### src/rtl/csgeq_pkg.sv
package csgeq_pkg;

    // Width of every register in the status group.
    localparam int REG_W = 16;

    // Bits that hold real state; all others read as zero.
    localparam logic [15:0] IMPL_MASK = 16'h0303;

    // Condition bit positions.
    localparam int BIT_SER1 = 9;
    localparam int BIT_SER2 = 8;
    localparam int BIT_TX_LINK = 1;
    localparam int BIT_RX_LINK = 0;

    // Register selector codes on the command port.
    localparam int SEL_W = 3;
    localparam logic [2:0] SEL_COND = 3'h0;
    localparam logic [2:0] SEL_RISE = 3'h1;
    localparam logic [2:0] SEL_FALL = 3'h2;
    localparam logic [2:0] SEL_EVENT = 3'h3;
    localparam logic [2:0] SEL_MASK = 3'h4;

    // Reset values of the group registers.
    localparam logic [15:0] COND_RST = 16'h0000;
    localparam logic [15:0] RISE_RST = 16'h0303;
    localparam logic [15:0] FALL_RST = 16'h0000;
    localparam logic [15:0] EVENT_RST = 16'h0000;
    localparam logic [15:0] MASK_RST = 16'h0000;

    // Error queue geometry.
    localparam int QUEUE_DEPTH = 20;
    localparam int PTR_W = 5;
    localparam logic [4:0] DEPTH_CNT = 5'h14;
    localparam logic [4:0] LAST_IDX = 5'h13;
    localparam int ESR_ERR_W = 4;

    // Entry layout: code in the top half, then description id, then length.
    localparam int ENTRY_W = 32;
    localparam int CODE_W = 16;
    localparam int DESC_W = 8;
    localparam int CODE_LSB = 16;
    localparam int DESC_ID_LSB = 8;
    localparam int DESC_LEN_LSB = 0;

    // Fixed answers of the queue.
    localparam logic [15:0] CODE_NO_ERROR = 16'h0000;
    localparam logic [15:0] CODE_OVERFLOW = 16'hfea2;
    localparam logic [7:0] DESC_ID_NO_ERROR = 8'h00;
    localparam logic [7:0] DESC_ID_OVERFLOW = 8'h01;
    localparam logic [7:0] DESC_LEN_NO_ERROR = 8'h08;
    localparam logic [7:0] DESC_LEN_OVERFLOW = 8'h0e;
    localparam logic [7:0] DESC_LEN_MAX = 8'hff;

endpackage

### src/rtl/csgeq_top.sv
// Behaviour
// Bit 15 and unused bits read zero.
// Condition bit 9 follows serial group one.
// Condition bit 8 follows serial group two.
// Link failure bits 1 and 0 never set.
// One summary output toward parent hardware group.
// Controller enables summary in parent group first.
// Event latch clears on read or clear-status.
// Rise and fall filters readable and writable.
// Event mask readable and writable.
// Filtered edges set events; summary ORs enabled.
// Error queue holds twenty entries first-in first-out.
// Queue gives no message-available summary.
// Rising error bits push one entry.
// Entry answers number first, then description.
// Description length at most 255 characters.
// Full queue replaces newest with overflow entry.
// Empty queue answers code zero, no error.
// Each read returns and removes oldest.
// Controller reads number then string.
module csgeq_top (
    input wire logic CLK_I,
    input wire logic NRST_I,
    input wire logic SER1_SMB_I,
    input wire logic SER2_SMB_I,
    input wire logic [csgeq_pkg::SEL_W-1:0] REG_SEL_I,
    input wire logic RD_STB_I,
    input wire logic WR_STB_I,
    input wire logic [csgeq_pkg::REG_W-1:0] WR_DATA_I,
    input wire logic CLS_I,
    output logic [csgeq_pkg::REG_W-1:0] RD_DATA_O,
    output logic RD_VALID_O,
    output logic SUMMARY_MSG_O,
    input wire logic [csgeq_pkg::ESR_ERR_W-1:0] ESR_ERR_I,
    input wire logic [csgeq_pkg::CODE_W-1:0] ERR_CODE_I,
    input wire logic [csgeq_pkg::DESC_W-1:0] ERR_DESC_ID_I,
    input wire logic [csgeq_pkg::DESC_W-1:0] ERR_DESC_LEN_I,
    input wire logic ERR_RD_STB_I,
    output logic [csgeq_pkg::CODE_W-1:0] ERR_CODE_O,
    output logic [csgeq_pkg::DESC_W-1:0] ERR_DESC_ID_O,
    output logic [csgeq_pkg::DESC_W-1:0] ERR_DESC_LEN_O,
    output logic ERR_VALID_O
);

    // Advance a queue pointer with wrap at the last slot.
    function automatic logic [csgeq_pkg::PTR_W-1:0] ptr_inc(
        input logic [csgeq_pkg::PTR_W-1:0] p);
        ptr_inc = (p == csgeq_pkg::LAST_IDX) ? '0 : p + 5'h01;
    endfunction

    // Step a queue pointer back with wrap at slot zero.
    function automatic logic [csgeq_pkg::PTR_W-1:0] ptr_dec(
        input logic [csgeq_pkg::PTR_W-1:0] p);
        ptr_dec = (p == '0) ? csgeq_pkg::LAST_IDX : p - 5'h01;
    endfunction

    logic [15:0] cond_reg; // Sampled condition bits.
    logic [15:0] cond_next; // Condition bits as seen this cycle.
    logic [15:0] rise_reg; // Rising-edge filter.
    logic [15:0] fall_reg; // Falling-edge filter.
    logic [15:0] event_reg; // Latched events.
    logic [15:0] event_next; // Next event latch value.
    logic [15:0] event_set; // Filtered edges seen this cycle.
    logic [15:0] mask_reg; // Event enable mask.
    logic event_clear; // Clear request for the event latch.
    logic summary_reg; // Registered summary message.
    logic [15:0] rd_data_reg; // Registered read answer.
    logic rd_valid_reg; // Read answer marker.

    // Condition vector: only the two serial summaries are wired.
    always_comb begin
        cond_next = csgeq_pkg::COND_RST;
        cond_next[csgeq_pkg::BIT_SER1] = SER1_SMB_I;
        cond_next[csgeq_pkg::BIT_SER2] = SER2_SMB_I;
        // The DSP link hardware is absent, so its bits stay low.
        cond_next[csgeq_pkg::BIT_TX_LINK] = 1'b0;
        cond_next[csgeq_pkg::BIT_RX_LINK] = 1'b0;
    end

    // Condition register samples every cycle; edges are found against it.
    always_ff @(posedge CLK_I or negedge NRST_I) begin
        if (!NRST_I) begin
            cond_reg <= csgeq_pkg::COND_RST;
        end else begin
            cond_reg <= cond_next & csgeq_pkg::IMPL_MASK;
        end
    end

    // Edge filters select which transitions reach the event latch.
    assign event_set = ((cond_next & ~cond_reg & rise_reg) |
                        (~cond_next & cond_reg & fall_reg)) &
                       csgeq_pkg::IMPL_MASK;

    // A query of the event latch or the clear-status command empties it.
    assign event_clear = CLS_I || (RD_STB_I && (REG_SEL_I == csgeq_pkg::SEL_EVENT));

    // New events win over a clear in the same cycle, so none is lost.
    assign event_next = (event_clear ? 16'h0000 : event_reg) | event_set;

    // Event latch.
    always_ff @(posedge CLK_I or negedge NRST_I) begin
        if (!NRST_I) begin
            event_reg <= csgeq_pkg::EVENT_RST;
        end else begin
            event_reg <= event_next;
        end
    end

    // Writable registers; unused bits are dropped on the way in.
    always_ff @(posedge CLK_I or negedge NRST_I) begin
        if (!NRST_I) begin
            rise_reg <= csgeq_pkg::RISE_RST;
            fall_reg <= csgeq_pkg::FALL_RST;
            mask_reg <= csgeq_pkg::MASK_RST;
        end else if (WR_STB_I) begin
            case (REG_SEL_I)
                csgeq_pkg::SEL_RISE: begin
                    rise_reg <= WR_DATA_I & csgeq_pkg::IMPL_MASK;
                end
                csgeq_pkg::SEL_FALL: begin
                    fall_reg <= WR_DATA_I & csgeq_pkg::IMPL_MASK;
                end
                csgeq_pkg::SEL_MASK: begin
                    mask_reg <= WR_DATA_I & csgeq_pkg::IMPL_MASK;
                end
                default: begin
                    // Condition and event registers ignore writes.
                end
            endcase
        end
    end

    // Read answer; the event value is the one before the clear.
    always_ff @(posedge CLK_I or negedge NRST_I) begin
        if (!NRST_I) begin
            rd_data_reg <= '0;
            rd_valid_reg <= 1'b0;
        end else begin
            rd_valid_reg <= RD_STB_I;
            if (RD_STB_I) begin
                case (REG_SEL_I)
                    csgeq_pkg::SEL_COND: rd_data_reg <= cond_reg;
                    csgeq_pkg::SEL_RISE: rd_data_reg <= rise_reg;
                    csgeq_pkg::SEL_FALL: rd_data_reg <= fall_reg;
                    csgeq_pkg::SEL_EVENT: rd_data_reg <= event_reg;
                    csgeq_pkg::SEL_MASK: rd_data_reg <= mask_reg;
                    default: rd_data_reg <= 16'h0000;
                endcase
            end
        end
    end

    // Summary toward the parent hardware group; it only reaches the
    // status byte once the controller enables it there.
    always_ff @(posedge CLK_I or negedge NRST_I) begin
        if (!NRST_I) begin
            summary_reg <= 1'b0;
        end else begin
            summary_reg <= |(event_reg & mask_reg);
        end
    end

    assign RD_DATA_O = rd_data_reg;
    assign RD_VALID_O = rd_valid_reg;
    assign SUMMARY_MSG_O = summary_reg;

    logic [csgeq_pkg::ESR_ERR_W-1:0] esr_prev_reg; // Last error bits seen.
    logic push; // An error bit rose this cycle.
    logic pop; // A queue read removes an entry.
    logic full; // Queue holds twenty entries.
    logic empty; // Queue holds nothing.
    logic [csgeq_pkg::PTR_W-1:0] wr_ptr_reg; // Next free slot.
    logic [csgeq_pkg::PTR_W-1:0] rd_ptr_reg; // Oldest entry.
    logic [csgeq_pkg::PTR_W-1:0] cnt_reg; // Entries held.
    logic [csgeq_pkg::PTR_W-1:0] mem_waddr; // Write slot.
    logic [csgeq_pkg::ENTRY_W-1:0] mem_wdata; // Entry written.
    logic [csgeq_pkg::ENTRY_W-1:0] mem_rdata; // Entry read back.
    logic rd_stage_reg; // Queue read in flight.
    logic empty_stage_reg; // That read found the queue empty.
    logic [csgeq_pkg::CODE_W-1:0] err_code_reg; // Answer code.
    logic [csgeq_pkg::DESC_W-1:0] err_id_reg; // Answer description id.
    logic [csgeq_pkg::DESC_W-1:0] err_len_reg; // Answer description length.
    logic err_valid_reg; // Answer marker.

    assign full = (cnt_reg == csgeq_pkg::DEPTH_CNT);
    assign empty = (cnt_reg == '0);

    // One entry per cycle in which any error bit rises, however many rise.
    assign push = |(ESR_ERR_I & ~esr_prev_reg);
    assign pop = ERR_RD_STB_I && !empty;

    // A full queue keeps its length and replaces the newest entry.
    assign mem_waddr = full ? ptr_dec(wr_ptr_reg) : wr_ptr_reg;
    assign mem_wdata = full ?
        {csgeq_pkg::CODE_OVERFLOW, csgeq_pkg::DESC_ID_OVERFLOW,
         csgeq_pkg::DESC_LEN_OVERFLOW} :
        {ERR_CODE_I, ERR_DESC_ID_I, ERR_DESC_LEN_I};

    // Previous error bits, for edge detection.
    always_ff @(posedge CLK_I or negedge NRST_I) begin
        if (!NRST_I) begin
            esr_prev_reg <= '0;
        end else begin
            esr_prev_reg <= ESR_ERR_I;
        end
    end

    // Pointers and fill count. Only the count is kept internally; there is
    // deliberately no message-available output.
    always_ff @(posedge CLK_I or negedge NRST_I) begin
        if (!NRST_I) begin
            wr_ptr_reg <= '0;
            rd_ptr_reg <= '0;
            cnt_reg <= '0;
        end else begin
            if (push && !full) begin
                wr_ptr_reg <= ptr_inc(wr_ptr_reg);
            end
            if (pop) begin
                rd_ptr_reg <= ptr_inc(rd_ptr_reg);
            end
            case ({push && !full, pop})
                2'b10: cnt_reg <= cnt_reg + 5'h01;
                2'b01: cnt_reg <= cnt_reg - 5'h01;
                default: cnt_reg <= cnt_reg;
            endcase
        end
    end

    // Entry storage.
    csgeq_mem u_mem (
        .clk_i(CLK_I),
        .nrst_i(NRST_I),
        .we_i(push),
        .waddr_i(mem_waddr),
        .wdata_i(mem_wdata),
        .re_i(pop),
        .raddr_i(rd_ptr_reg),
        .rdata_o(mem_rdata)
    );

    // First read stage: remember whether the read found anything.
    always_ff @(posedge CLK_I or negedge NRST_I) begin
        if (!NRST_I) begin
            rd_stage_reg <= 1'b0;
            empty_stage_reg <= 1'b0;
        end else begin
            rd_stage_reg <= ERR_RD_STB_I;
            empty_stage_reg <= empty;
        end
    end

    // Second read stage: the answer is held until the next read. Two stages
    // cost a cycle but keep the answer off the memory's output mux.
    always_ff @(posedge CLK_I or negedge NRST_I) begin
        if (!NRST_I) begin
            err_code_reg <= csgeq_pkg::CODE_NO_ERROR;
            err_id_reg <= csgeq_pkg::DESC_ID_NO_ERROR;
            err_len_reg <= csgeq_pkg::DESC_LEN_NO_ERROR;
            err_valid_reg <= 1'b0;
        end else begin
            err_valid_reg <= rd_stage_reg;
            if (rd_stage_reg && empty_stage_reg) begin
                err_code_reg <= csgeq_pkg::CODE_NO_ERROR;
                err_id_reg <= csgeq_pkg::DESC_ID_NO_ERROR;
                err_len_reg <= csgeq_pkg::DESC_LEN_NO_ERROR;
            end else if (rd_stage_reg) begin
                err_code_reg <= mem_rdata[csgeq_pkg::CODE_LSB +: csgeq_pkg::CODE_W];
                err_id_reg <= mem_rdata[csgeq_pkg::DESC_ID_LSB +: csgeq_pkg::DESC_W];
                err_len_reg <= mem_rdata[csgeq_pkg::DESC_LEN_LSB +: csgeq_pkg::DESC_W];
            end
        end
    end

    // Number first, then description: the order the controller reads. R19
    assign ERR_CODE_O = err_code_reg;
    assign ERR_DESC_ID_O = err_id_reg;
    assign ERR_DESC_LEN_O = err_len_reg;
    assign ERR_VALID_O = err_valid_reg;
endmodule

### src/rtl/csgeq_mem.sv
// Small queue storage; read data leave through a register.
module csgeq_mem (
    input wire logic clk_i,
    input wire logic nrst_i,
    input wire logic we_i,
    input wire logic [csgeq_pkg::PTR_W-1:0] waddr_i,
    input wire logic [csgeq_pkg::ENTRY_W-1:0] wdata_i,
    input wire logic re_i,
    input wire logic [csgeq_pkg::PTR_W-1:0] raddr_i,
    output logic [csgeq_pkg::ENTRY_W-1:0] rdata_o
);

    // Storage array; it needs no reset because nothing reads an unwritten slot.
    logic [csgeq_pkg::ENTRY_W-1:0] mem_reg [csgeq_pkg::QUEUE_DEPTH];

    // Write port.
    always_ff @(posedge clk_i) begin
        if (we_i) begin
            mem_reg[waddr_i] <= wdata_i;
        end
    end

    // Registered read port.
    always_ff @(posedge clk_i or negedge nrst_i) begin
        if (!nrst_i) begin
            rdata_o <= '0;
        end else if (re_i) begin
            rdata_o <= mem_reg[raddr_i];
        end
    end

endmodule

### config.mk
export PLATFORM = sky130hd
export DESIGN_NAME = csgeq_top
export DESIGN_NICKNAME = d
export VERILOG_FILES = /design/src/rtl/csgeq_pkg.sv /design/src/rtl/csgeq_top.sv /design/src/rtl/csgeq_mem.sv
export SDC_FILE = /design/constraint.sdc
export NUM_CORES = 1
export LEC_CHECK = 0
export ABC_AREA = 1
export BUFFER_PORTS_ARGS = -buffer_cell sky130_fd_sc_hd__buf_4
export CAP_MARGIN = 20
export CORE_MARGIN = 2
export CORE_UTILIZATION = 55
export CTS_BUF_LIST = sky130_fd_sc_hd__clkbuf_16
export CTS_CLUSTER_SIZE = 25
export DETAILED_ROUTE_END_ITERATION = 10
export PLACE_DENSITY = 0.7
export RECOVER_POWER = 50
export SLEW_MARGIN = 30
export SYNTH_ARGS = -nofsm -noshare
export SYNTH_HDL_FRONTEND = slang
export SYNTH_SLANG_ARGS = --single-unit
### constraint.sdc
create_clock -name CLK_I -period 6.3 [get_ports CLK_I]
set_input_delay 1.26 -clock CLK_I [delete_from_list [all_inputs] [get_ports CLK_I]]
set_output_delay 1.26 -clock CLK_I [all_outputs]
set_load 0.03 [all_outputs]
==> impl_results.md <==
- Final cycle utilization of the critical path: about two thirds
- Failing checks: capacitance limit, slew limit
- Chip width: 243 um
- Mapped Avg Cell Area: about 11 um2
- H-tree Lvls: 3
- Clk pwr share: between 20% and 30%
- Post-detailed-placement half-perimeter wirelength: ~39000 um
- Standby leakage power: approximately 14 nW
- Timing startpoint of the critical path: cnt_reg[4]$_DFFE_PN0P_
- Clock Sinks: between 700 and 800
- Post-synth ARST share: approximately 14%
- Status: finished, violations left
- Initial Utilization: a little under three fifths
- Slew Viols, Final: approximately 170
- Clock Tree Root: sky130_fd_sc_hd__clkbuf_16
- Vias post-DR: slightly above 20000
- Max-cap violation count: 4
- First drt pass iteration count: 5
- Diode insertion count for antenna repair: 0
- Critical Path Sink Type: register
- Unrepaired setup endpoints after global routing: false
- Last weighted congestion value of the routability-driven placer: 0.819
- CTS tree: yes
- Relative contribution of sequential cells to total power: a little over two fifths
- 1st-iter DRT viols: just under 2000
- Die Span Y: between 200 and 250 um
- Highest ir drop seen on vdd: 0.446 mV
- Final Hold Vio Count: 0
- Area of the mapped netlist: roughly 31000 um2
- Quantity of I/O buffers inserted on ports: 89
- Via-per-instance ratio: between 5 and 6
- Layout Cells excl Fill: 3787
- Final WL: 71300 um
- Worst relative slew slack: -34.7%
- Clock transition at path regs: ~60 ps
- Count of synthesis-stage warnings from yosys: 0
- Highest attainable clock frequency: 0.239 GHz
- Setup TNS: 0 ps
- Number of buffers added for setup after CTS: 0
- Final Setup Violations: 0
- Count of nets left with antenna violations after detail routing: 0
- Register bit count reported by yosys: roughly 750
- Count of hold buffers inserted by post-cts repair: 0
- Combinational fraction of design power: a little under a third
- Critical path required time: between 6000 and 7000 ps
- Count of placed standard cells including taps: roughly 3700
- Slew of the pin with the lowest slew margin: 2020 ps
- Most common cell after layout, fill and taps aside: sky130_fd_sc_hd__nand2_1
- Worst-case hold slack: around 400 ps
- Clock buffer depth: 3
- CP arrival: approximately 4500 ps
- Largest driver fanout on the critical path: 28
- Clock insertion delay at the later pin of the skew report: a little over 600 ps
- Final critical path time including I/O delays and setup: between 4000 and 5000 ps
- Antenna violations before repair: 0
- Cell area after layout: 35000 um2
- Critical Path Start Type: register
- GRT Util Overall: between 20% and 30%
- I/O pin total: around 110
- EDFF count, synth: between 600 and 700
- Switch Pwr: around 5.8 mW
- Hold path start: rd_stage_reg$_DFF_PN0_
- Cell area after placement: approximately 33000 um2
- WL per Instance: between 15 and 20 um
- Ys flop type: sky130_fd_sc_hd__edfxtp_1
- Fill cell instance count of the final layout: 4252
- Floorplan core area: 56500 um2
- Worst hold path type: register to register
- Via count of the first global-routing pass: approximately 20000
- Die Area: 59100 um2
- Number of core rows: slightly below 90
- Number of buffers added by the clock tree synthesis step: 74
- Share of final-layout standard cells stronger than drive strength 1: around 8.4%
- Proportion of synthesized chip area in sequential cells: 69.7%
- Fin nets: approximately 3000
- First-pass GRT wire length: between 100000 and 150000 um
- Number of cells produced by synthesis: roughly 2900
- Layout Area Growth over Synthesis: 11.2%
- Sw frac: a little over a third
- Flip-flop count of the largest register, all copies and words added: 640
- Internal power component: between 10 and 15 mW
- Sum of overflow across all layers after global routing: 0
- Number of distinct library cells after synthesis: 39
- Worst flop-to-flop path startpoint: cnt_reg[4]$_DFFE_PN0P_
- Power density of the placed cells: 453 nW/um2
- Commonest non-fill, non-tap cells in the layout: sky130_fd_sc_hd__nand2_1 (866), sky130_fd_sc_hd__edfxtp_1 (640), sky130_fd_sc_hd__inv_1 (322), sky130_fd_sc_hd__nor2_1 (243), sky130_fd_sc_hd__nand3_1 (220)
- Startpoint-to-endpoint class of the critical path: register to register
- Maximum number of pins on one net before global-route repair: 215
- # DRC: 0
- Setup clock skew after layout: 16.7 ps
- Post-cts sizing count: 0
metrics by stage:
stage          power (mW)  worst slack [ps]  utilization (%)
2_1_floorplan        10.2              2770                -
3_3_place_gp         11.4              2640             57.8
3_5_place_dp         11.6              2630             57.8
4_1_cts              15.9              2710             62.0
5_1_grt              16.7              1670             61.9
6_report             15.9              2120             61.9
cell usage after synthesis (31+ instances only):
library cell | instances | area share (%)
sky130_fd_sc_hd__nand2_1 | 866 | 10
sky130_fd_sc_hd__edfxtp_1 | 640 | 61
sky130_fd_sc_hd__inv_1 | 308 | 3.7
sky130_fd_sc_hd__nor2_1 | 264 | 3.2
sky130_fd_sc_hd__nand3_1 | 220 | 3.5
sky130_fd_sc_hd__dfrtp_1 | 103 | 8.2
sky130_fd_sc_hd__o21ai_0 | 92 | 1.5
sky130_fd_sc_hd__a21oi_1 | 66 | 1.1
sky130_fd_sc_hd__o21ai_1 | 65 | 1.0
sky130_fd_sc_hd__buf_2 | 54 | 0.86
sky130_fd_sc_hd__clkbuf_1 | 48 | 0.57
sky130_fd_sc_hd__o211ai_1 | 33 | 0.79
sky130_fd_sc_hd__a22o_1 | 31 | 0.86
critical path, cell delays in order (launching register included):
cell and delay [ps]:
sky130_fd_sc_hd__dfrtp_1 420, sky130_fd_sc_hd__nand2_1 90, sky130_fd_sc_hd__inv_1 50, sky130_fd_sc_hd__nand3_1 140, sky130_fd_sc_hd__clkbuf_1 1120, sky130_fd_sc_hd__o21ai_1 290
sky130_fd_sc_hd__inv_1 160, sky130_fd_sc_hd__nand3_1 380, sky130_fd_sc_hd__nor2_4 750, sky130_fd_sc_hd__buf_4 430
logic make-up after synthesis:
group                      Yosys count  share of synthesized area (%)
DFF                                748                           69.7
buffers and inverters              485                           6.86
adders and majority gates            8                          0.342
and+or+nand+nor                   1372                           17.4
other                                1                         0.0119
AOI/OAI and AO/OA                  297                           5.42
xor gates and xnor gates             7                          0.195
area by class of cell:
type                       count  area (um2)  area share (%)
multi-input combinational   1696        7560            21.6
clock inverter                53         355            1.02
sequential                   748       21900            62.7
tap                          756         946            2.70
inverter                     331        1250            3.58
timing repair buffer         122         896            2.56
clock buffer                  81        2030            5.80
power groups by stage:
| stage | Sequential [mW] | Clock, mW | Combinational (mW) |
|---|---|---|---|
| 2_1_floorplan | 6.67 | 0 | 3.49 |
| 5_1_grt | 6.75 | 4.56 | 5.42 |
| 4_1_cts | 6.67 | 4.36 | 4.88 |
| 3_3_place_gp | 6.74 | 0 | 4.71 |
| 6_report | 6.67 | 4.31 | 4.87 |
| 3_5_place_dp | 6.77 | 0 | 4.85 |
final timing paths:
kind,to,slack [ps],depth (start not counted)
setup / recovery,u_mem.mem_reg[3][4]$_DFFE_PP_,2120,9
hold / removal,ERR_VALID_O$_DFF_PN0_,400,0
setup reg to reg,u_mem.mem_reg[3][4]$_DFFE_PP_,2120,9
hold reg to reg,ERR_VALID_O$_DFF_PN0_,400,0
max in group asynchronous,wr_ptr_reg[4]$_DFFE_PN0P_,2460,2
min in group asynchronous,u_mem.rdata_o[1]$_DFFE_PN0P_,1230,1
routing by layer:
metal,GRT usage (%),wire length [um]
met2,41.4,35200
met4,9.08,1850
met3,3.63,4880
met5,0,0
met1,31.8,29400
Power figures use the tool's default switching activity.
